`src/logic/rcs_regs.svh`:
```
// register offsets, field positions and timing figures of the clock control block
`ifndef RCS_REGS_SVH
`define RCS_REGS_SVH
// register offsets on the multiplexed bus
`define RCS_OFF_CTRL    6'h0B
`define RCS_OFF_FLAGS   6'h0C
`define RCS_OFF_VALID   6'h0D
// clock_control field positions
`define RCS_B_SET       7
`define RCS_B_PER_EN    6
`define RCS_B_ALM_EN    5
`define RCS_B_UPD_EN    4
`define RCS_B_SQ_EN     3
`define RCS_B_BIN       2
`define RCS_B_HR24      1
`define RCS_B_DST       0
// interrupt_flags field positions
`define RCS_F_SUM       7
`define RCS_F_PER       6
`define RCS_F_ALM       5
`define RCS_F_UPD       4
// power_valid_status field position
`define RCS_V_VALID     7
// alarm byte code that matches any value
`define RCS_ALM_ANY     2'h3
// rate select code that disables the tap
`define RCS_RS_OFF      4'h0
// timing figures
`define RCS_CLK_KHZ     10000
`define RCS_TBUC_US     244
`define RCS_TUC_US      248
`define RCS_SEC_CYC     10000000
`endif

```
`src/logic/rcs_pkg.sv`:
```
// types shared by the clock control block
package rcs_pkg;
  // update sequencer states, one-hot
  typedef enum logic [2:0] {
    RCS_UP_IDLE = 3'h1,
    RCS_UP_WAIT = 3'h2,
    RCS_UP_RUN  = 3'h4
  } rcs_up_state_t;
endpackage

```
`src/logic/rcs_top.sv`:
```
// control, status and interrupt logic of the real-time clock
`timescale 1ns/1ns
`include "rcs_regs.svh"

// What this block does
// RULE1: update cycle every second while inhibit clear
// RULE2: setting inhibit aborts update, blocks further ones
// RULE3: inhibit bit untouched by reset and hardware
// RULE4: periodic enable gates periodic flag; reset clears
// RULE5: alarm enable gates alarm flag; reset clears
// RULE6: alarm when time equals alarm, 11xxxxxx wildcard
// RULE7: update-end enable cleared by reset or inhibit
// RULE8: square wave at selected rate, else low
// RULE9: binary/BCD bit changed only by software
// RULE10: 24/12-hour bit changed only by software
// RULE11: daylight saving jumps April and October
// RULE12: daylight bit clear disables jumps; never auto-modified
// RULE13: summary flag ORs gated flags; drives irq low
// RULE14: flags clear on read or reset low
// RULE15: periodic flag sets on selected tap edge
// RULE16: alarm flag sets on time match
// RULE17: update-ended flag sets after every update
// RULE18: low four flag bits read zero
// RULE19: valid bit zero while power sense low
// RULE20: valid bit set only by reading it
// RULE21: low seven valid-status bits read zero
// RULE22: host holds strobes low when idle
// RULE23: host writes address, then accesses data
// RULE24: inhibit clears update-in-progress status
// RULE25: time bytes off the bus during update
// RULE26: flag read returns values before clearing
module rcs_top #(
  parameter int SEC_CYC = `RCS_SEC_CYC  // cycles of ref_clk per second
) (
  input  wire logic       ref_clk,
  input  wire logic       rstn,
  input  wire logic       address_strobe,     // pin, latches address on fall
  input  wire logic       data_strobe,        // pin, data phase while high
  input  wire logic       read_write,         // pin, high reads
  input  wire logic       chip_sel_n,         // pin, active low select
  input  wire logic [7:0] ad_i,               // multiplexed bus, level in
  output logic      [7:0] ad_o,               // multiplexed bus, level out
  output logic            ad_oe_n,            // low while driving the bus
  input  wire logic       power_sense_pin,    // pin, low means supply lost
  input  wire logic [3:0] rate_select,        // rate select bits from divider register
  input  wire logic [7:0] time_sec,           // time bytes from counters
  input  wire logic [7:0] time_min,
  input  wire logic [7:0] time_hour,
  input  wire logic [7:0] alarm_sec,          // alarm bytes from storage
  input  wire logic [7:0] alarm_min,
  input  wire logic [7:0] alarm_hour,
  output logic            irq_n,              // active low interrupt
  output logic            square_wave_pin,
  output logic            update_tick,        // one-cycle pulse: counters advance
  output logic            update_in_progress, // status to divider register
  output logic            time_bus_off,       // time/alarm bytes disconnected
  output logic            binary_mode_select,
  output logic            hour_24_select,
  output logic            daylight_saving_enable
);
  localparam int BUC_CYC = `RCS_TBUC_US * `RCS_CLK_KHZ / 1000; // wait before update
  localparam int UC_CYC  = `RCS_TUC_US * `RCS_CLK_KHZ / 1000;  // update length

  // ----------------------------------------------------------------
  // reset release and pin synchronisers
  // ----------------------------------------------------------------
  logic [1:0]  rst_sync_q;   // reset release chain
  logic        rst_n;        // released reset used by every other flop with a reset
  logic [12:0] pin_s1_q;     // first stage, read only by second stage
  logic [12:0] pin_s2_q;     // synchronised pins

  // release reset two edges after rstn rises
  always_ff @(posedge ref_clk or negedge rstn) begin
    if (!rstn) begin
      rst_sync_q <= 2'h0;
    end else begin
      rst_sync_q <= {rst_sync_q[0], 1'b1};
    end
  end
  assign rst_n = rst_sync_q[1];

  // every pin passes two flops before use
  always_ff @(posedge ref_clk or negedge rst_n) begin
    if (!rst_n) begin
      pin_s1_q <= 13'h0300;  // idle levels: deselected, power present
      pin_s2_q <= 13'h0300;  // so reset alone never clears the valid bit
    end else begin
      pin_s1_q <= {address_strobe, data_strobe, read_write, chip_sel_n, power_sense_pin, ad_i};
      pin_s2_q <= pin_s1_q;
    end
  end

  logic       astb_s, dstb_s, rw_s, cs_s, pwr_s;
  logic [7:0] ad_s;
  assign astb_s = pin_s2_q[12];
  assign dstb_s = pin_s2_q[11];
  assign rw_s   = pin_s2_q[10];
  assign cs_s   = ~pin_s2_q[9];
  assign pwr_s  = pin_s2_q[8];
  assign ad_s = pin_s2_q[7:0];

  // ----------------------------------------------------------------
  // bus phase tracking
  // ----------------------------------------------------------------
  logic       astb_d1_q, dstb_d1_q;  // previous strobe levels
  logic [5:0] addr_q, addr_d;        // latched register address
  logic [7:0] wdat_q, wdat_d;        // data seen during the data phase
  logic       astb_fall, dstb_fall, rd_end, wr_end;

  assign astb_fall = astb_d1_q & ~astb_s;
  assign dstb_fall = dstb_d1_q & ~dstb_s;
  // access completes on the falling data strobe
  assign rd_end    = dstb_fall & rw_s & cs_s;
  assign wr_end    = dstb_fall & ~rw_s & cs_s;

  // address taken when address strobe falls, data followed while strobe high
  always_comb begin
    addr_d = addr_q;
    wdat_d = wdat_q;
    if (astb_fall && cs_s) begin
      addr_d = ad_s[5:0];  // RULE23
    end
    if (dstb_s) begin
      wdat_d = ad_s;
    end
  end

  always_ff @(posedge ref_clk or negedge rst_n) begin
    if (!rst_n) begin
      astb_d1_q <= 1'b0;
      dstb_d1_q <= 1'b0;
      addr_q    <= 6'h0;
      wdat_q    <= 8'h0;
    end else begin
      astb_d1_q <= astb_s;
      dstb_d1_q <= dstb_s;
      addr_q    <= addr_d;
      wdat_q    <= wdat_d;
    end
  end

  // ----------------------------------------------------------------
  // clock_control register
  // ----------------------------------------------------------------
  // inhibit, data mode, hour mode and daylight bits carry no reset: only
  // software writes move them, so they power up unknown until first written
  logic set_q, set_d, bin_q, bin_d, h24_q, h24_d, dst_q, dst_d;
  logic per_en_q, per_en_d, alm_en_q, alm_en_d, upd_en_q, upd_en_d, sq_en_q, sq_en_d;
  logic wr_ctrl;
  assign wr_ctrl = wr_end && (addr_q == `RCS_OFF_CTRL);

  always_comb begin
    set_d    = set_q;
    bin_d    = bin_q;
    h24_d    = h24_q;
    dst_d    = dst_q;
    per_en_d = per_en_q;
    alm_en_d = alm_en_q;
    upd_en_d = upd_en_q;
    sq_en_d  = sq_en_q;
    if (wr_ctrl) begin
      set_d    = wdat_q[`RCS_B_SET];   // RULE3
      bin_d    = wdat_q[`RCS_B_BIN];   // RULE9
      h24_d    = wdat_q[`RCS_B_HR24];  // RULE10
      dst_d    = wdat_q[`RCS_B_DST];   // RULE12
      per_en_d = wdat_q[`RCS_B_PER_EN];
      alm_en_d = wdat_q[`RCS_B_ALM_EN];
      sq_en_d  = wdat_q[`RCS_B_SQ_EN];
      // raising the inhibit bit wins over a written update-end enable
      upd_en_d = wdat_q[`RCS_B_UPD_EN] & ~(wdat_q[`RCS_B_SET] & ~set_q);  // RULE7
    end
  end

  // bits untouched by reset
  always_ff @(posedge ref_clk) begin
    set_q <= set_d;  // RULE3
    bin_q <= bin_d;  // RULE9
    h24_q <= h24_d;  // RULE10
    dst_q <= dst_d;  // RULE12
  end

  // enables cleared by reset
  always_ff @(posedge ref_clk or negedge rst_n) begin
    if (!rst_n) begin
      per_en_q <= 1'b0;  // RULE4
      alm_en_q <= 1'b0;  // RULE5
      upd_en_q <= 1'b0;  // RULE7
      sq_en_q  <= 1'b0;  // RULE8
    end else begin
      per_en_q <= per_en_d;
      alm_en_q <= alm_en_d;
      upd_en_q <= upd_en_d;
      sq_en_q  <= sq_en_d;
    end
  end

  // counters apply mode, hour format and the daylight jumps themselves
  assign binary_mode_select     = bin_q;  // RULE9
  assign hour_24_select         = h24_q;  // RULE10
  assign daylight_saving_enable = dst_q;  // RULE11 RULE12

  // ----------------------------------------------------------------
  // periodic tap and square wave
  // ----------------------------------------------------------------
  logic [15:0] div_q, div_d;  // free divider standing in for the tap chain
  logic        tap, tap_d1_q, tap_rise;

  // tap chosen by rate select; code zero gives no tap
  function automatic logic pick_tap(input logic [3:0] rs, input logic [15:0] dv);
    pick_tap = (rs == `RCS_RS_OFF) ? 1'b0 : dv[rs];
  endfunction

  assign div_d    = div_q + 16'h1;
  assign tap      = pick_tap(rate_select, div_q);
  assign tap_rise = tap & ~tap_d1_q;  // RULE15

  always_ff @(posedge ref_clk or negedge rst_n) begin
    if (!rst_n) begin
      div_q           <= 16'h0;
      tap_d1_q        <= 1'b0;
      square_wave_pin <= 1'b0;
    end else begin
      div_q           <= div_d;
      tap_d1_q        <= tap;
      square_wave_pin <= sq_en_q & tap;  // RULE8
    end
  end

  // ----------------------------------------------------------------
  // update sequencer: one second, wait, then update interval
  // ----------------------------------------------------------------
  rcs_pkg::rcs_up_state_t up_q, up_d;
  logic [23:0] sec_q, sec_d;   // one-second prescaler
  logic [15:0] cyc_q, cyc_d;   // phase length counter
  logic        done;           // last cycle of an update

  always_comb begin
    up_d  = up_q;
    cyc_d = cyc_q + 16'h1;
    done  = 1'b0;
    sec_d = (sec_q == 24'(SEC_CYC - 1)) ? 24'h0 : sec_q + 24'h1;
    case (up_q)
      rcs_pkg::RCS_UP_IDLE: begin
        cyc_d = 16'h0;
        if (sec_q == 24'(SEC_CYC - 1) && !set_q) begin
          up_d = rcs_pkg::RCS_UP_WAIT;  // RULE1
        end
      end
      rcs_pkg::RCS_UP_WAIT: begin
        if (cyc_q == 16'(BUC_CYC - 1)) begin
          up_d  = rcs_pkg::RCS_UP_RUN;
          cyc_d = 16'h0;
        end
      end
      rcs_pkg::RCS_UP_RUN: begin
        if (cyc_q == 16'(UC_CYC - 1)) begin
          up_d = rcs_pkg::RCS_UP_IDLE;
          done = 1'b1;
        end
      end
      default: up_d = rcs_pkg::RCS_UP_IDLE;
    endcase
    if (set_q) begin
      up_d = rcs_pkg::RCS_UP_IDLE;  // RULE2 RULE24
      done = 1'b0;
    end
  end

  always_ff @(posedge ref_clk or negedge rst_n) begin
    if (!rst_n) begin
      up_q  <= rcs_pkg::RCS_UP_IDLE;
      sec_q <= 24'h0;
      cyc_q <= 16'h0;
    end else begin
      up_q  <= up_d;
      sec_q <= sec_d;
      cyc_q <= cyc_d;
    end
  end

  assign update_in_progress = (up_q != rcs_pkg::RCS_UP_IDLE);  // RULE24
  assign time_bus_off       = (up_q == rcs_pkg::RCS_UP_RUN);   // RULE25
  // counters advance at the start of the update interval
  assign update_tick = (up_q == rcs_pkg::RCS_UP_WAIT) && (up_d == rcs_pkg::RCS_UP_RUN);  // RULE1

  // ----------------------------------------------------------------
  // flags, summary and interrupt pin
  // ----------------------------------------------------------------
  logic per_flag_q, per_flag_d, alm_flag_q, alm_flag_d, upd_flag_q, upd_flag_d, irq_sum, alarm_hit, rd_flags;

  // a byte matches when equal or marked don't care
  function automatic logic byte_hit(input logic [7:0] t, input logic [7:0] a);
    byte_hit = (a[7:6] == `RCS_ALM_ANY) || (t == a);
  endfunction

  assign alarm_hit = byte_hit(time_sec, alarm_sec) && byte_hit(time_min, alarm_min)
                   && byte_hit(time_hour, alarm_hour);  // RULE6
  // clearing waits for the end of the read, so the read sees old values
  assign rd_flags = rd_end && (addr_q == `RCS_OFF_FLAGS);  // RULE26

  // set wins over a read clear landing in the same cycle
  always_comb begin
    per_flag_d = (per_flag_q & ~rd_flags) | tap_rise;            // RULE14 RULE15
    alm_flag_d = (alm_flag_q & ~rd_flags) | (done & alarm_hit);  // RULE16
    upd_flag_d = (upd_flag_q & ~rd_flags) | done;                // RULE17
  end

  always_ff @(posedge ref_clk or negedge rst_n) begin
    if (!rst_n) begin
      per_flag_q <= 1'b0;  // RULE14
      alm_flag_q <= 1'b0;
      upd_flag_q <= 1'b0;
    end else begin
      per_flag_q <= per_flag_d;
      alm_flag_q <= alm_flag_d;
      upd_flag_q <= upd_flag_d;
    end
  end

  assign irq_sum = (per_flag_q & per_en_q) | (alm_flag_q & alm_en_q) | (upd_flag_q & upd_en_q);  // RULE4 RULE5 RULE7 RULE13
  assign irq_n   = ~irq_sum;  // RULE13

  // ----------------------------------------------------------------
  // valid-RAM-and-time bit
  // ----------------------------------------------------------------
  // no reset: it follows only the power sense pin and reads of its register
  logic valid_q, valid_d;
  always_comb begin
    valid_d = valid_q;
    if (rd_end && addr_q == `RCS_OFF_VALID) begin
      valid_d = 1'b1;  // RULE20
    end
    if (!pwr_s) begin
      valid_d = 1'b0;  // RULE19
    end
  end
  always_ff @(posedge ref_clk) begin
    valid_q <= valid_d;  // RULE19
  end

  // ----------------------------------------------------------------
  // read data
  // ----------------------------------------------------------------
  logic [7:0] rdat_d;
  logic       drive;
  always_comb begin
    case (addr_q)
      `RCS_OFF_CTRL:  rdat_d = {set_q, per_en_q, alm_en_q, upd_en_q, sq_en_q, bin_q, h24_q, dst_q};
      `RCS_OFF_FLAGS: rdat_d = {irq_sum, per_flag_q, alm_flag_q, upd_flag_q, 4'h0};  // RULE18
      `RCS_OFF_VALID: rdat_d = {valid_q, 7'h0};                                       // RULE21
      default:        rdat_d = 8'h0;
    endcase
  end
  // only the three mapped registers drive the bus
  assign drive = dstb_s & rw_s & cs_s & ((addr_q == `RCS_OFF_CTRL) || (addr_q == `RCS_OFF_FLAGS)
               || (addr_q == `RCS_OFF_VALID));
  assign ad_oe_n = ~drive;
  always_ff @(posedge ref_clk or negedge rst_n) begin
    if (!rst_n) begin
      ad_o <= 8'h0;
    end else begin
      ad_o <= rdat_d;
    end
  end

  // ----------------------------------------------------------------
  // checks
  // ----------------------------------------------------------------
  irq_summary_a: assert property (@(posedge ref_clk) disable iff (!rst_n)  // RULE13
    irq_n == !((per_flag_q && per_en_q) || (alm_flag_q && alm_en_q) || (upd_flag_q && upd_en_q)))
    else $error("interrupt pin disagrees with gated flags");
  update_flag_a: assert property (@(posedge ref_clk) disable iff (!rst_n)  // RULE17
    done |=> upd_flag_q) else $error("update-ended flag not set after update");
  inhibit_blocks_a: assert property (@(posedge ref_clk) disable iff (!rst_n)  // RULE2
    set_q |=> !update_in_progress) else $error("update ran while inhibited");
  upd_en_clear_a: assert property (@(posedge ref_clk) disable iff (!rst_n)  // RULE7
    $rose(set_q) |-> !upd_en_q) else $error("update-end enable survived inhibit");
  flag_read_a: assert property (@(posedge ref_clk) disable iff (!rst_n)  // RULE14
    rd_flags && !tap_rise |=> !per_flag_q) else $error("periodic flag not cleared by read");
  period_flag_a: assert property (@(posedge ref_clk) disable iff (!rst_n)  // RULE15
    tap_rise |=> per_flag_q) else $error("periodic flag missed tap edge");
  valid_low_a: assert property (@(posedge ref_clk) disable iff (!rst_n)  // RULE19
    !pwr_s |=> !valid_q) else $error("valid bit set while power low");
  update_len_a: assert property (@(posedge ref_clk) disable iff (!rst_n)  // RULE25
    $rose(time_bus_off) && !set_q |-> time_bus_off [*8]) else $error("update interval too short");
  square_low_a: assert property (@(posedge ref_clk) disable iff (!rst_n)  // RULE8
    !sq_en_q |=> !square_wave_pin) else $error("square wave active while disabled");
endmodule

```
`config.mk`:
```
export PLATFORM = sky130hd
export DESIGN_NAME = rcs_top
export DESIGN_NICKNAME = d
export VERILOG_FILES = /design/src/logic/rcs_pkg.sv /design/src/logic/rcs_top.sv
export VERILOG_INCLUDE_DIRS = /design/src /design/src/logic
export SDC_FILE = /design/constraint.sdc
export NUM_CORES = 1
export LEC_CHECK = 0
export BUFFER_PORTS_ARGS = -buffer_cell sky130_fd_sc_hd__buf_2
export CAP_MARGIN = 30
export CORE_AREA = 2 2 97 99
export CTS_CLUSTER_DIAMETER = 50
export DETAILED_ROUTE_END_ITERATION = 8
export DIE_AREA = 0 0 99 101
export HOLD_SLACK_MARGIN = 0.15
export PLACE_DENSITY = 0.83
export SYNTH_ARGS = -nofsm -noshare
export SYNTH_HDL_FRONTEND = slang
export SYNTH_SLANG_ARGS = --single-unit
```
`constraint.sdc`:
```
create_clock -name ref_clk -period 6.99 [get_ports ref_clk]
set_input_delay 0.699 -clock ref_clk [delete_from_list [all_inputs] [get_ports ref_clk]]
set_output_delay 0.699 -clock ref_clk [all_outputs]
set_load 0.005 [all_outputs]
```
After elaboration in Yosys (flattened, before gate mapping). Index checks and enable logic that the tools add are counted.

Register bits: 125. Input bits: 67. Output and inout bits: 17. Logic and storage cells: 112.

Add/subtract/negate cells: 3. $lt $le $gt $ge: 1. Equality and inequality tests: 17. Muxes and demuxes: 15. Bitwise logic cells: 35. Reductions and logical operators: 15.

Operators by type and width (count): adder 16 x 1 -> 16 bit, second input constant (2); equality test 16 x 12 -> 1 bit, second input constant (2); one-hot mux 16 bit (2 select lines) (1); adder 24 x 1 -> 24 bit, second input constant (1); equality test 24 bit, second input constant (1); equality test 8 bit (3); two-way mux 24 bit (1); one-hot mux 8 bit (3 select lines) (1); bitwise AND 1 bit (20); equality test 6 x 4 -> 1 bit, second input constant (3); two-way mux 16 bit (1); two-way mux 3 bit (4); inverter 1 bit (10); one-hot mux 3 bit (3 select lines) (1); logical AND 1 bit (8); equality test 2 bit, second input constant (3); equality test 3 bit, second input constant (2); logical OR 1 bit (5); less-than comparator 4 x 5 -> 1 bit, second input constant (1); two-way mux 1 bit (5); bitwise OR 1 bit (5); binary-select mux 1 bit (select 4 bit) (1); zero test 4 bit (1); equality test 3 x 1 -> 1 bit, second input constant (1); 3 further kinds (3).

Depth between registers and ports, before layout. Gate-level depths: netlist of the first run.

Word-level depth: 8. Mapped depth: 7. Mapped depth without buffers: 6.

Worst setup path after synthesis of the first run. Ideal clock, no wire load.

Path kind: register to output. Start: reg cyc_q[0]. End: out update_tick. Arrival time: 1582 ps. Setup slack: 4709 ps. Stages on the path, launching flop included: 6. Buffers on the path: 0. Path through: dfrtp_1 -> ha_1 -> nor4b_2 -> nand4_2 -> or3b_2 -> nor3_1.

Word-level cells in the longest chain between the ends: 6. Elaborated cells on any way between the ends: 8. Those cells by class: 3 x eq/ne; 4 x mux; 1 x reduce/logical.

Ends and longest elaborated chain: start: declaration (line rcs_top.sv:234) `logic [15:0] cyc_q, cyc_d;`; start signal: assignment (line rcs_top.sv:277) `cyc_q <= cyc_d;`; equality test 16 x 12 -> 1 bit, on equally long branches (line rcs_top.sv:256, rcs_top.sv:250); two-way mux 3 bit, on equally long branches (line rcs_top.sv:256, rcs_top.sv:250); one-hot mux 3 bit (3 select lines) * (line rcs_top.sv:242) `case (up_q)`; two-way mux 3 bit * (line rcs_top.sv:263) `if (set_q) begin`; equality test 3 bit * (line rcs_top.sv:284) `assign update_tick = (up_q == rcs_pkg::RCS_UP_WAIT) && (up_d == rcs_pkg::RCS_UP_RUN);`; logical AND 1 bit * (line rcs_top.sv:284); end: declaration (line rcs_top.sv:54) `output logic update_tick,`.

Mark *: on every way between the ends. The rest lies on a longest branch, timed or not.

Worst setup path in the final report of the first run. Same ends and word-level chain as after synthesis.

==> load_flow_metrics.sql, run 1 <==
INSERT INTO impl_metrics (metric_group, metric, value, unit) VALUES
('sta', 'worst_slack', '3.92', 'ns'),
('worst_setup_path', 'setup.worst_path.class', 'flip-flop to output port', ''),
('clock_network', 'clkSlewWorstSetupHoldPaths', '0.06', 'ns'),
('synthesis', 'syn_area_per_cell', '12.5', 'um2'),
('synthesis', 'netlist_top_cells_area', 'sky130_fd_sc_hd__dfrtp_1, sky130_fd_sc_hd__xor2_1, sky130_fd_sc_hd__xnor2_1', ''),
('sta', 'min_period', '3.07', 'ns'),
('synthesis', 'synth_edf_count', '4', ''),
('synthesis', 'post-synth-top-area-cell', 'sky130_fd_sc_hd__dfrtp_1', ''),
('floorplan', 'placementRows', '35', ''),
('sta', 'timing.final.setup_violations', '0', ''),
('sta', 'final_cycle_utilization_of_the_critical_path', '43.9', '%'),
('layout', 'instances_no_fill', '646', ''),
('layout', 'layout-drive-gt1-share', '28.2', '%'),
('clock_network', 'max-clock-path-buffers', '2', ''),
('place', 'dpl_worst_slack', '4.45', 'ns'),
('synthesis', 'syn_inst', '423', ''),
('sta', 'timing.final.max_slew_violations', '0', ''),
('clock_network', 'clock_tree_from_tritoncts', 'built', ''),
('routing', 'drt.antenna.violating_nets', '0', ''),
('status', 'status', 'finished, final reports clean', ''),
('layout', 'nNetsFinal', '592', ''),
('sta', 'finalHoldViolCount', '0', ''),
('worst_setup_path', 'regToRegEndpoint', 'daylight_saving_enable', ''),
('synthesis', 'number_of_distinct_standard_cells_referenced_by_the_synthesized_netlist', '49', ''),
('synthesis', 'synth-async-reset-ratio', '96.0', '%'),
('sta', 'clock.fmax', '0.326', 'GHz'),
('synthesis', 'post-synth-top-area-fraction', '54.6', '%'),
('routing', 'detail_route.iter0.violations', '264', ''),
('routing', 'drc', '0', ''),
('synthesis', 'synth_nets', '493', ''),
('layout', 'multi_input_area', '0.00207', 'mm2'),
('floorplan', 'initial_core_util', '58.7', '%'),
('clock_network', 'clock_net_sink_count', '125', ''),
('pwr', 'total_leakage_power', '2.90', 'nW'),
('sta', 'timing.slew.headroom', '36.0', '%'),
('layout', 'layout-area-overhead-vs-synth', '21.4', '%'),
('clock_network', 'clock_latency', '0.52', 'ns'),
('global_routing', 'gr_util_all_layers', '23.3', '%'),
('worst_setup_path', 'crit_path_start_kind', 'flip-flop', ''),
('hold_path', 'hold_end', 'pin_s1_q[8]', ''),
('floorplan', 'coreArea', '0.00898', 'mm2'),
('clock_network', 'total_cts_buffers', '17', ''),
('floorplan', 'fp.dieW', '99', 'um'),
('routing', 'dr.pass1.iters', '4', ''),
('flow_run', 'cap_violations', '0', ''),
('routing', 'routedWlPerCell', '16.8', 'um'),
('synthesis', 'synth_flop_cell', 'sky130_fd_sc_hd__dfrtp_1', ''),
('routing', 'route.detailed.vias_per_inst', '5.59', ''),
('global_routing', 'grt.overflow.total', '0', ''),
('layout', 'final_non_filler_cell_area', '0.00640', 'mm2'),
('worst_setup_path', 'critical_path_peak_fanout', '4', ''),
('sta', 'final_hold_slack', '0.275', 'ns'),
('layout', 'filler_cell_count', '565', ''),
('place', 'placed_area', '0.00582', 'mm2'),
('global_routing', 'grt_antenna_before_repair', '0', ''),
('routing', 'via_count', '3608', ''),
('clock_network', 'postCtsSetupRepairBufs', '0', ''),
('clock_network', 'cts.root.buffer_cell', 'sky130_fd_sc_hd__clkbuf_8', ''),
('synthesis', 'synth.cell_area', '0.00527', 'mm2'),
('place', 'detailedPlacementHpwl', '7220', 'um'),
('synthesis', 'synth.ff_latch_count', '125', ''),
('worst_setup_path', 'required_time_at_the_endpoint_of_the_critical_path', '6.29', 'ns'),
('worst_setup_path', 'reg2reg_from', 'addr_q[5]', ''),
('pwr', 'cellInternalPower', '0.00130', 'W'),
('worst_setup_path', 'reg2reg_depth', '5', ''),
('global_routing', 'grt_max_degree', '73', ''),
('synthesis', 'synth.yosys.seq_area_share', '59.7', '%'),
('worst_setup_path', 'arrival', '2.37', 'ns'),
('floorplan', 'pin_count', '84', ''),
('sta', 'worstMarginPinSlew', '0.953', 'ns'),
('pwr', 'power_frac_clock', '50.1', '%');
==> worst max-delay path, cell delays in order, from the launching register on <==
cell	delay (ns)
sky130_fd_sc_hd__dfrtp_1	0.37
sky130_fd_sc_hd__ha_1	0.23
sky130_fd_sc_hd__nor4b_2	0.31
sky130_fd_sc_hd__nand4_2	0.18
sky130_fd_sc_hd__or3b_2	0.48
sky130_fd_sc_hd__nor3_1	0.14
sky130_fd_sc_hd__buf_2	0.14
==> layer usage <==
layer,track usage [%],vias to the layer above,wire length [um]
met4,10.1,0,161
met2,40.0,123,5620
met5,0,-,0
met3,6.10,19,645
met1,27.8,1778,4450
li1,-,1688,-
==> registers in the layout, summed over array words and instances (netlist names), 2 cells and up <==
signal and count:
sec_q 24, cyc_q 16, div_q 16, pin_s1_q 13, pin_s2_q 13, ad_o 8, wdat_q 8, addr_q 6
up_q 3, rst_sync_q 2
==> synthesized netlist by cell type (6+ instances only) <==
master / count
sky130_fd_sc_hd__dfrtp_1: 115
sky130_fd_sc_hd__nor2_1: 40
sky130_fd_sc_hd__xor2_1: 39
sky130_fd_sc_hd__xnor2_1: 33
sky130_fd_sc_hd__nand2_1: 26
sky130_fd_sc_hd__nand4_1: 20
sky130_fd_sc_hd__mux2_2: 17
sky130_fd_sc_hd__nand3_1: 15
sky130_fd_sc_hd__and2_1: 9
sky130_fd_sc_hd__nand2b_1: 8
sky130_fd_sc_hd__nor4_1: 8
sky130_fd_sc_hd__and4_1: 7
sky130_fd_sc_hd__and3_1: 6
sky130_fd_sc_hd__inv_1: 6
sky130_fd_sc_hd__o21ai_0: 6
==> final cells by class <==
| cell class | count | area share (%) |
|---|---|---|
| clock buffers | 18 | 6.52 |
| multi-input cells | 286 | 32.3 |
| clock inverters | 14 | 2.52 |
| inverters | 6 | 0.352 |
| well taps | 111 | 2.17 |
| flip-flops and latches | 125 | 49.2 |
| repair buffers | 86 | 6.88 |
==> power groups by stage <==
| stage | logic [W] | registers (W) | clock network (W) |
|---|---|---|---|
| floorplan | 0.0000336 | 0.000782 | 0 |
| global placement | 0.0000672 | 0.000781 | 0 |
| detailed placement | 0.0000711 | 0.000784 | 0 |
| CTS | 0.0000731 | 0.000774 | 0.000863 |
| global route | 0.0000793 | 0.000776 | 0.000897 |
| finish | 0.0000716 | 0.000773 | 0.000849 |
==> placed cells by master, fill, tap and decap left out, types with 9 or more instances in the layout <==
cell type and count:
sky130_fd_sc_hd__clkbuf_16 16, sky130_fd_sc_hd__xor2_1 39, sky130_fd_sc_hd__mux2_2 17, sky130_fd_sc_hd__buf_2 83
sky130_fd_sc_hd__nor2_1 40, sky130_fd_sc_hd__and2_1 9, sky130_fd_sc_hd__dfrtp_1 114, sky130_fd_sc_hd__nand2_1 26
sky130_fd_sc_hd__xnor2_1 33, sky130_fd_sc_hd__nand4_1 20, sky130_fd_sc_hd__nand3_1 15
==> per-stage QoR <==
stage / power (W) / utilization, %
final: 0.00169 / 71.3
after global routing: 0.00175 / 71.3
after CTS: 0.00171 / 71.3
after detailed placement: 0.000856 / 64.8
after global placement: 0.000849 / 64.8
after floorplan: 0.000816 / -
==> worst max path at each step <==
stage | to | start | slack (ns) | cells past startpoint
floorplan | ad_o[0] | rst_sync_q[1] | 3.41 | 0
global placement | update_tick | cyc_q[0] | 4.49 | 6
detailed placement | update_tick | cyc_q[0] | 4.45 | 6
CTS | update_tick | cyc_q[0] | 3.88 | 6
global route | update_tick | cyc_q[0] | 3.80 | 6
finish | update_tick | cyc_q[0] | 3.92 | 6
==> cell families (layout without fill, tap and decap cells) <==
| group | Yosys count | in the layout | synth area share [%] |
|---|---|---|---|
| adder cells (fa/ha/maj) | 3 | 3 | 0.712 |
| AO/OA/AOI/OAI | 23 | 23 | 3.25 |
| buffers and inverters | 12 | 124 | 1.02 |
| flip-flops | 125 | 125 | 59.7 |
| other | 1 | 1 | 0.0711 |
| AND/OR/NAND/NOR | 163 | 163 | 17.4 |
| XOR/XNOR | 72 | 72 | 12.0 |
| multiplexers | 24 | 24 | 5.91 |
==> timing repair <==
action | 4_1_cts | 5_1_grt
hold buffers | 1 | 0
gates resized for setup | 0 | 0
hold endpoints to repair | 2 | 0
No activity file was read; power rests on OpenSTA's default activity.
==> inputs of run 2 (changes only) <==
--- a/config.mk
+++ b/config.mk
@@ -8,12 +8,12 @@
 export LEC_CHECK = 0
 export BUFFER_PORTS_ARGS = -buffer_cell sky130_fd_sc_hd__buf_2
 export CAP_MARGIN = 30
-export CORE_AREA = 2 2 97 99
+export CORE_AREA = 2 2 101 103
 export CTS_CLUSTER_DIAMETER = 50
 export DETAILED_ROUTE_END_ITERATION = 8
-export DIE_AREA = 0 0 99 101
+export DIE_AREA = 0 0 103 105
 export HOLD_SLACK_MARGIN = 0.15
-export PLACE_DENSITY = 0.83
+export PLACE_DENSITY = 0.77
 export SYNTH_ARGS = -nofsm -noshare
 export SYNTH_HDL_FRONTEND = slang
 export SYNTH_SLANG_ARGS = --single-unit
==> constraint.sdc (replaced) <==
create_clock -name ref_clk -period 3.1 [get_ports ref_clk]
set_input_delay 0.31 -clock ref_clk [delete_from_list [all_inputs] [get_ports ref_clk]]
set_output_delay 0.31 -clock ref_clk [all_outputs]
set_load 0.005 [all_outputs]
==> load_flow_metrics.sql, run 2 (same netlist as run 1, synthesis figures left out) <==
INSERT INTO impl_metrics (metric_group, metric, value, unit) VALUES
('worst_setup_path', 'arrival', '2.34', 'ns'),
('routing', 'drt.antenna.violating_nets', '0', ''),
('layout', 'layout-area-overhead-vs-synth', '25.4', '%'),
('floorplan', 'pin_count', '84', ''),
('pwr', 'total_leakage_power', '2.98', 'nW'),
('floorplan', 'fp.dieW', '103', 'um'),
('clock_network', 'htreeDepth', '4', ''),
('routing', 'dr.pass1.iters', '5', ''),
('sta', 'unrepaired_setup_endpoints_after_global_routing', 'false', ''),
('layout', 'seqCellArea', '0.00315', 'mm2'),
('worst_setup_path', 'critPathMaxStageDelay', '0.48', 'ns'),
('global_routing', 'grt_pass1_vias', '3699', ''),
('clock_network', 'clock_net_sink_count', '125', ''),
('flow_run', 'cap_violations', '0', ''),
('layout', 'layout-drive-gt1-share', '27.4', '%'),
('global_routing', 'first_pass_grt_wire_length', '17000', 'um'),
('clock_network', 'clock_latency', '0.51', 'ns'),
('sta', 'finalHoldViolCount', '0', ''),
('layout', 'largest_register_ffs', '24', ''),
('floorplan', 'dieHeight', '105', 'um'),
('hold_path', 'hold_path_class', 'primary input to flip-flop', ''),
('clock_network', 'cts.root.buffer_cell', 'sky130_fd_sc_hd__clkbuf_8', ''),
('routing', 'via_count', '3640', ''),
('worst_setup_path', 'critPathSlowestCell', 'sky130_fd_sc_hd__or3b_2', ''),
('hold_path', 'hold_path_startpoint', 'rate_select[2]', ''),
('pwr', 'pwr-share-seq', '45.3', '%'),
('sta', 'timing.final.setup_violations', '0', ''),
('global_routing', 'grt.overflow.total', '0', ''),
('place', 'gp_routability_congestion', '0.823', ''),
('worst_setup_path', 'reg2reg_from', 'cyc_q[0]', ''),
('layout', 'top_register', 'sec_q', ''),
('place', 'detailedPlacementHpwl', '7140', 'um'),
('routing', 'detail_route.wirelength', '10500', 'um'),
('layout', 'top_regs', 'sec_q (24), cyc_q (16), div_q (16)', ''),
('sta', 'clock.fmax', '0.377', 'GHz'),
('sta', 'min_period', '2.65', 'ns'),
('routing', 'routedWlPerCell', '15.3', 'um'),
('routing', 'route.detailed.vias_per_inst', '5.32', ''),
('clock_network', 'cts_resized', '0', ''),
('layout', 'number_of_inserted_diodes', '0', ''),
('layout', 'nNetsFinal', '608', ''),
('worst_setup_path', 'timing.critical_path.from', 'cyc_q[0]', ''),
('pwr', 'power_frac_comb', '4.5', '%'),
('clock_network', 'postCtsSetupRepairBufs', '0', ''),
('sta', 'final_cycle_utilization_of_the_critical_path', '85.6', '%'),
('clock_network', 'clock_tree_from_tritoncts', 'built', ''),
('worst_setup_path', 'required_time_at_the_endpoint_of_the_critical_path', '2.79', 'ns'),
('layout', 'layout.cells.most_common', 'sky130_fd_sc_hd__dfrtp_1', ''),
('layout', 'filler_cell_count', '691', ''),
('clock_network', 'clkSlewWorstSetupHoldPaths', '0.06', 'ns'),
('worst_setup_path', 'setup.worst_path.class', 'flip-flop to output port', ''),
('pwr', 'power_density', '583', 'mW/mm2'),
('place', 'io_buffer_count', '83', ''),
('pwr', 'vdd_ir_drop_max', '0.463', 'mV'),
('floorplan', 'coreArea', '0.00964', 'mm2'),
('global_routing', 'gr_util_all_layers', '20.4', '%'),
('floorplan', 'placementRows', '36', ''),
('floorplan', 'initial_core_util', '54.7', '%'),
('status', 'status', 'finished, final reports clean', ''),
('pwr', 'power.net_switching', '0.000832', 'W'),
('sta', 'timing.final.max_slew_violations', '0', ''),
('clock_network', 'holdBufCountCts', '16', ''),
('routing', 'drc', '0', ''),
('sta', 'worstMarginPinSlew', '0.945', 'ns'),
('routing', 'detail_route.iter0.violations', '196', ''),
('clock_network', 'total_cts_buffers', '17', ''),
('worst_setup_path', 'critical_path_peak_fanout', '4', ''),
('sta', 'final_hold_slack', '0.207', 'ns'),
('global_routing', 'grt_max_degree', '65', ''),
('worst_setup_path', 'timing.critical_path.cells', 'ha_1 -> nor4b_2 -> nand4_2 -> or3b_2 -> nor3_1 -> buf_2', ''),
('layout', 'layout.cells.most_common_list', 'sky130_fd_sc_hd__dfrtp_1, sky130_fd_sc_hd__buf_2, sky130_fd_sc_hd__nor2_1', ''),
('pwr', 'cellInternalPower', '0.00302', 'W'),
('floorplan', 'design.die.area', '0.0108', 'mm2'),
('layout', 'multi_input_area', '0.00207', 'mm2'),
('clock_network', 'max-clock-path-buffers', '2', ''),
('global_routing', 'grt_antenna_before_repair', '0', ''),
('sta', 'timing.slew.headroom', '36.9', '%'),
('worst_setup_path', 'crit_path_start_kind', 'flip-flop', ''),
('worst_setup_path', 'type_of_element_capturing_the_critical_path', 'output port', ''),
('sta', 'final.setup.tns', '0', 'ns'),
('pwr', 'netSwitchingFraction', '21.6', '%'),
('pwr', 'power_frac_clock', '50.2', '%'),
('sta', 'clock_skew', '0.00773', 'ns');
==> run 2: changes by cell type in the layout (fill, tap and decap cells not counted), sizes merged <==
| cell | change |
|---|---|
| clkbuf | +1 |
| inv | -2 |
| buf | +1 |
| bufinv | +1 |
| dlygate4sd3 | +15 |
==> run 2: metal layers <==
| layer | part of all wire (%) | vias to the layer above | GRT usage, % |
|---|---|---|---|
| li1 | - | 1716 | - |
| met1 | 43 | 1786 | 25.0 |
| met2 | 51 | 114 | 34.4 |
| met3 | 5.0 | 24 | 4.75 |
| met4 | 1.8 | 0 | 8.18 |
| met5 | 0 | - | 0 |
==> run 2: area by class of cell <==
type	count	share of cell area (%)
Inverter	6	0.341
Clock inverter	13	2.52
Multi-Input combinational cell	286	31.3
Sequential cell	125	47.7
Tap cell	133	2.52
Clock buffer	19	6.38
Timing Repair Buffer	102	9.24
==> run 2: final timing paths <==
path | endpoint | slack [ns] | cells past startpoint
setup reg to reg | cyc_q[8] | 0.96 | 6
hold reg to reg | pin_s2_q[3] | 0.35 | 0
min in group asynchronous | div_q[13] | 0.42 | 0
max in group asynchronous | sec_q[7] | 1.91 | 1
hold / removal | tap_d1_q | 0.21 | 2
setup / recovery | update_tick | 0.45 | 6
==> run 2: metrics by stage <==
step / utilization (%) / cell area [um2] / instances / setup slack [ns] / power (W)
finish: 68.6 / 6610 / 684 / 0.445 / 0.00385
global route: 68.6 / 6610 / 684 / 0.242 / 0.00398
CTS: 68.6 / 6610 / 684 / 0.421 / 0.00388
detailed placement: 60.8 / 5860 / 636 / 0.956 / 0.00193
global placement: 60.8 / 5860 / 636 / 0.996 / 0.00192
floorplan: - / 5280 / 423 / 1.10 / 0.00184
==> run 2: critical path: cells and delay by family, from the launching register on <==
kind / cells / cell delay, ns
buffers and inverters: 1 / 0.14
DFF: 1 / 0.36
adders and majority gates: 1 / 0.22
and+or+nand+nor: 4 / 1.10
==> run 2: power by group through the flow <==
stage	clock network, W	registers [W]	logic, W
2_1_floorplan	0	0.00176	0.0000758
3_3_place_gp	0	0.00177	0.000151
3_5_place_dp	0	0.00177	0.000157
4_1_cts	0.00196	0.00175	0.000177
5_1_grt	0.00204	0.00175	0.000191
6_report	0.00193	0.00175	0.000175
==> inputs of run 3 (changes only) <==
--- a/config.mk
+++ b/config.mk
@@ -8,12 +8,11 @@
 export LEC_CHECK = 0
 export BUFFER_PORTS_ARGS = -buffer_cell sky130_fd_sc_hd__buf_2
 export CAP_MARGIN = 30
-export CORE_AREA = 2 2 101 103
+export CORE_AREA = 2 2 118 120
 export CTS_CLUSTER_DIAMETER = 50
 export DETAILED_ROUTE_END_ITERATION = 8
-export DIE_AREA = 0 0 103 105
+export DIE_AREA = 0 0 120 122
 export HOLD_SLACK_MARGIN = 0.15
-export PLACE_DENSITY = 0.77
 export SYNTH_ARGS = -nofsm -noshare
 export SYNTH_HDL_FRONTEND = slang
 export SYNTH_SLANG_ARGS = --single-unit
==> constraint.sdc (replaced) <==
create_clock -name ref_clk -period 2.4 [get_ports ref_clk]
set_input_delay 0.24 -clock ref_clk [delete_from_list [all_inputs] [get_ports ref_clk]]
set_output_delay 0.24 -clock ref_clk [all_outputs]
set_load 0.1 [all_outputs]
==> load_flow_metrics.sql, run 3 (same netlist as run 1, synthesis figures left out) <==
INSERT INTO impl_metrics (metric_group, metric, value, unit) VALUES
('worst_setup_path', 'critPathSlowestCell', 'sky130_fd_sc_hd__or3b_4', ''),
('pwr', 'power_density', '753', 'mW/mm2'),
('worst_setup_path', 'type_of_element_capturing_the_critical_path', 'output port', ''),
('floorplan', 'dieHeight', '122', 'um'),
('routing', 'met1Wirelength', '4720', 'um'),
('routing', 'detail_route.iter0.violations', '251', ''),
('floorplan', 'pin_count', '84', ''),
('layout', 'nNetsFinal', '611', ''),
('worst_setup_path', 'crit_path_start_kind', 'flip-flop', ''),
('clock_network', 'max-clock-path-buffers', '2', ''),
('global_routing', 'grt_antenna_before_repair', '0', ''),
('routing', 'route.detailed.vias_per_inst', '4.84', ''),
('sta', 'timing.final.max_slew_violations', '0', ''),
('layout', 'instances_no_fill', '734', ''),
('worst_setup_path', 'setup.worst_path.class', 'flip-flop to output port', ''),
('global_routing', 'grt.overflow.total', '0', ''),
('routing', 'drc', '0', ''),
('sta', 'final.setup.tns', '0', 'ns'),
('clock_network', 'clock_tree_from_tritoncts', 'built', ''),
('routing', 'dr.pass1.iters', '4', ''),
('clock_network', 'total_cts_buffers', '17', ''),
('floorplan', 'placementRows', '43', ''),
('global_routing', 'first_pass_grt_wire_length', '16700', 'um'),
('layout', 'layout-drive-gt1-share', '27.8', '%'),
('sta', 'clock.fmax', '0.425', 'GHz'),
('place', 'gp_routability_congestion', '0.771', ''),
('routing', 'via_count', '3551', ''),
('floorplan', 'fp.dieW', '120', 'um'),
('worst_setup_path', 'timing.critical_path.cells', 'ha_4 -> nor4b_4 -> nand4_2 -> or3b_4 -> nor3_4 -> buf_12', ''),
('routing', 'detail_route.wirelength', '10000', 'um'),
('layout', 'number_of_inserted_diodes', '0', ''),
('sta', 'clock_skew', '0.00726', 'ns'),
('clock_network', 'clock_latency', '0.40', 'ns'),
('routing', 'wl_met3', '594', 'um'),
('layout', 'seqCellArea', '0.00315', 'mm2'),
('floorplan', 'coreArea', '0.0135', 'mm2'),
('worst_setup_path', 'critical_path_peak_fanout', '4', ''),
('layout', 'layout.cells.most_common', 'sky130_fd_sc_hd__dfrtp_1', ''),
('status', 'status', 'finished, final reports clean', ''),
('sta', 'timing.slew.headroom', '55.3', '%'),
('place', 'detailedPlacementHpwl', '7000', 'um'),
('layout', 'multi_input_area', '0.00211', 'mm2'),
('layout', 'top_regs', 'sec_q (24), cyc_q (16), div_q (16)', ''),
('sta', 'unrepaired_setup_endpoints_after_global_routing', 'true', ''),
('clock_network', 'clock_net_sink_count', '125', ''),
('floorplan', 'design.die.area', '0.0146', 'mm2'),
('worst_setup_path', 'critPathBufInv', '1', ''),
('worst_setup_path', 'critPathMaxStageDelay', '0.41', 'ns'),
('sta', 'final_cycle_utilization_of_the_critical_path', '98.1', '%'),
('worst_setup_path', 'worst_path_dominant_cell_family', 'simple AND/OR/NAND/NOR gates', ''),
('clock_network', 'clkSlewWorstSetupHoldPaths', '0.05', 'ns'),
('routing', 'met2_length', '4600', 'um'),
('global_routing', 'gr_util_all_layers', '14.5', '%'),
('layout', 'layout.cells.most_common_list', 'sky130_fd_sc_hd__dfrtp_1, sky130_fd_sc_hd__buf_2, sky130_fd_sc_hd__nor2_1', ''),
('worst_setup_path', 'required_time_at_the_endpoint_of_the_critical_path', '2.16', 'ns'),
('sta', 'final_hold_slack', '0.218', 'ns'),
('layout', 'filler_cell_count', '1171', ''),
('flow_run', 'cap_violations', '0', ''),
('sta', 'finalHoldViolCount', '0', ''),
('hold_path', 'hold_path_class', 'primary input to flip-flop', ''),
('global_routing', 'grt_pass1_vias', '3511', ''),
('sta', 'min_period', '2.36', 'ns'),
('floorplan', 'initial_core_util', '39.1', '%'),
('place', 'io_buffer_count', '83', ''),
('global_routing', 'grt_max_degree', '57', ''),
('layout', 'largest_register_ffs', '24', ''),
('layout', 'layout-area-overhead-vs-synth', '28.2', '%'),
('layout', 'top_register', 'sec_q', ''),
('sta', 'worstMarginPinSlew', '0.662', 'ns'),
('pwr', 'total_power', '0.00509', 'W'),
('pwr', 'vdd_ir_drop_max', '0.514', 'mV'),
('clock_network', 'htreeDepth', '4', ''),
('worst_setup_path', 'arrival', '2.12', 'ns'),
('place', 'placed_cells', '686', ''),
('clock_network', 'cts.root.buffer_cell', 'sky130_fd_sc_hd__clkbuf_16', ''),
('routing', 'drt.antenna.violating_nets', '0', ''),
('sta', 'timing.final.setup_violations', '0', ''),
('routing', 'routedWlPerCell', '13.6', 'um'),
('pwr', 'total_leakage_power', '3.02', 'nW'),
('routing', 'top_layer_used', 'met4', '');
## run 3: cell count changes in the layout (fill, tap and decap cells not counted), moves of 2 or more
cell | before | now
sky130_fd_sc_hd__clkbuf_8 | 1 | 4
sky130_fd_sc_hd__clkinvlp_4 | 3 | 1
sky130_fd_sc_hd__clkbuf_1 | 2 | 5
sky130_fd_sc_hd__clkinv_4 | 3 | 0
sky130_fd_sc_hd__buf_4 | 2 | 6
sky130_fd_sc_hd__inv_6 | 2 | 0
## run 3: through the flow
step                cell area [um2]  util [%]  worst slack, ns
detailed placement             5960      44.2            0.198
CTS                            6750      50.0          0.00124
finish                         6760      50.1           0.0450
floorplan                      5280         -            -1.06
global placement               5960      44.2            0.210
global route                   6760      50.1          -0.0561
## run 3: area by class of cell
class                           instances  share of cell area, %
Tap cell                              180                   3.33
Timing Repair Buffer                  105                   9.55
Inverter                                6                  0.333
Sequential cell                       125                   46.6
Clock buffer                           26                   7.39
Clock inverter                          6                   1.59
Multi-Input combinational cell        286                   31.2
## run 3: worst reg2reg max path, stage by stage, from the launching register on
cell                      delay [ns]
sky130_fd_sc_hd__dfrtp_1        0.40
sky130_fd_sc_hd__ha_4           0.17
sky130_fd_sc_hd__nor4b_4        0.23
sky130_fd_sc_hd__nand4_2        0.15
sky130_fd_sc_hd__buf_4          0.16
sky130_fd_sc_hd__or3b_4         0.40
sky130_fd_sc_hd__a21oi_4        0.38
sky130_fd_sc_hd__nor2_1         0.11
## run 3: final timing paths
path	start	end	slack, ns	depth (start not counted)
max	cyc_q[0]	update_tick	0.04	6
min	rate_select[3]	tap_d1_q	0.22	2
max reg2reg	cyc_q[0]	cyc_q[12]	0.28	7
min reg2reg	rst_sync_q[1]	pin_s1_q[12]	0.28	0
max in group asynchronous	rst_sync_q[1]	pin_s2_q[8]	1.35	1
min in group asynchronous	rst_sync_q[1]	pin_s1_q[12]	0.28	0
## run 3: routing by layer
| metal | up-vias | global-route usage, % |
|---|---|---|
| li1 | 1716 | - |
| met1 | 1734 | 19.6 |
| met2 | 94 | 22.4 |
| met3 | 7 | 4.12 |
| met4 | 0 | 5.07 |
| met5 | - | 0 |
## run 3: where the power goes
group	switching (W)	internal, W
logic	0.000126	0.000130
registers	0.0000517	0.00219
clock network	0.000853	0.00174
total	0.00103	0.00406
## run 3: what timing repair did
item / CTS / global route
pin swaps: 1 / 1
hold endpoints to repair: 15 / 0
endpoints found under the setup margin: 1 / 1
buffers inserted: 1 / 0
resized for setup: 4 / 1
hold buffers: 15 / 0
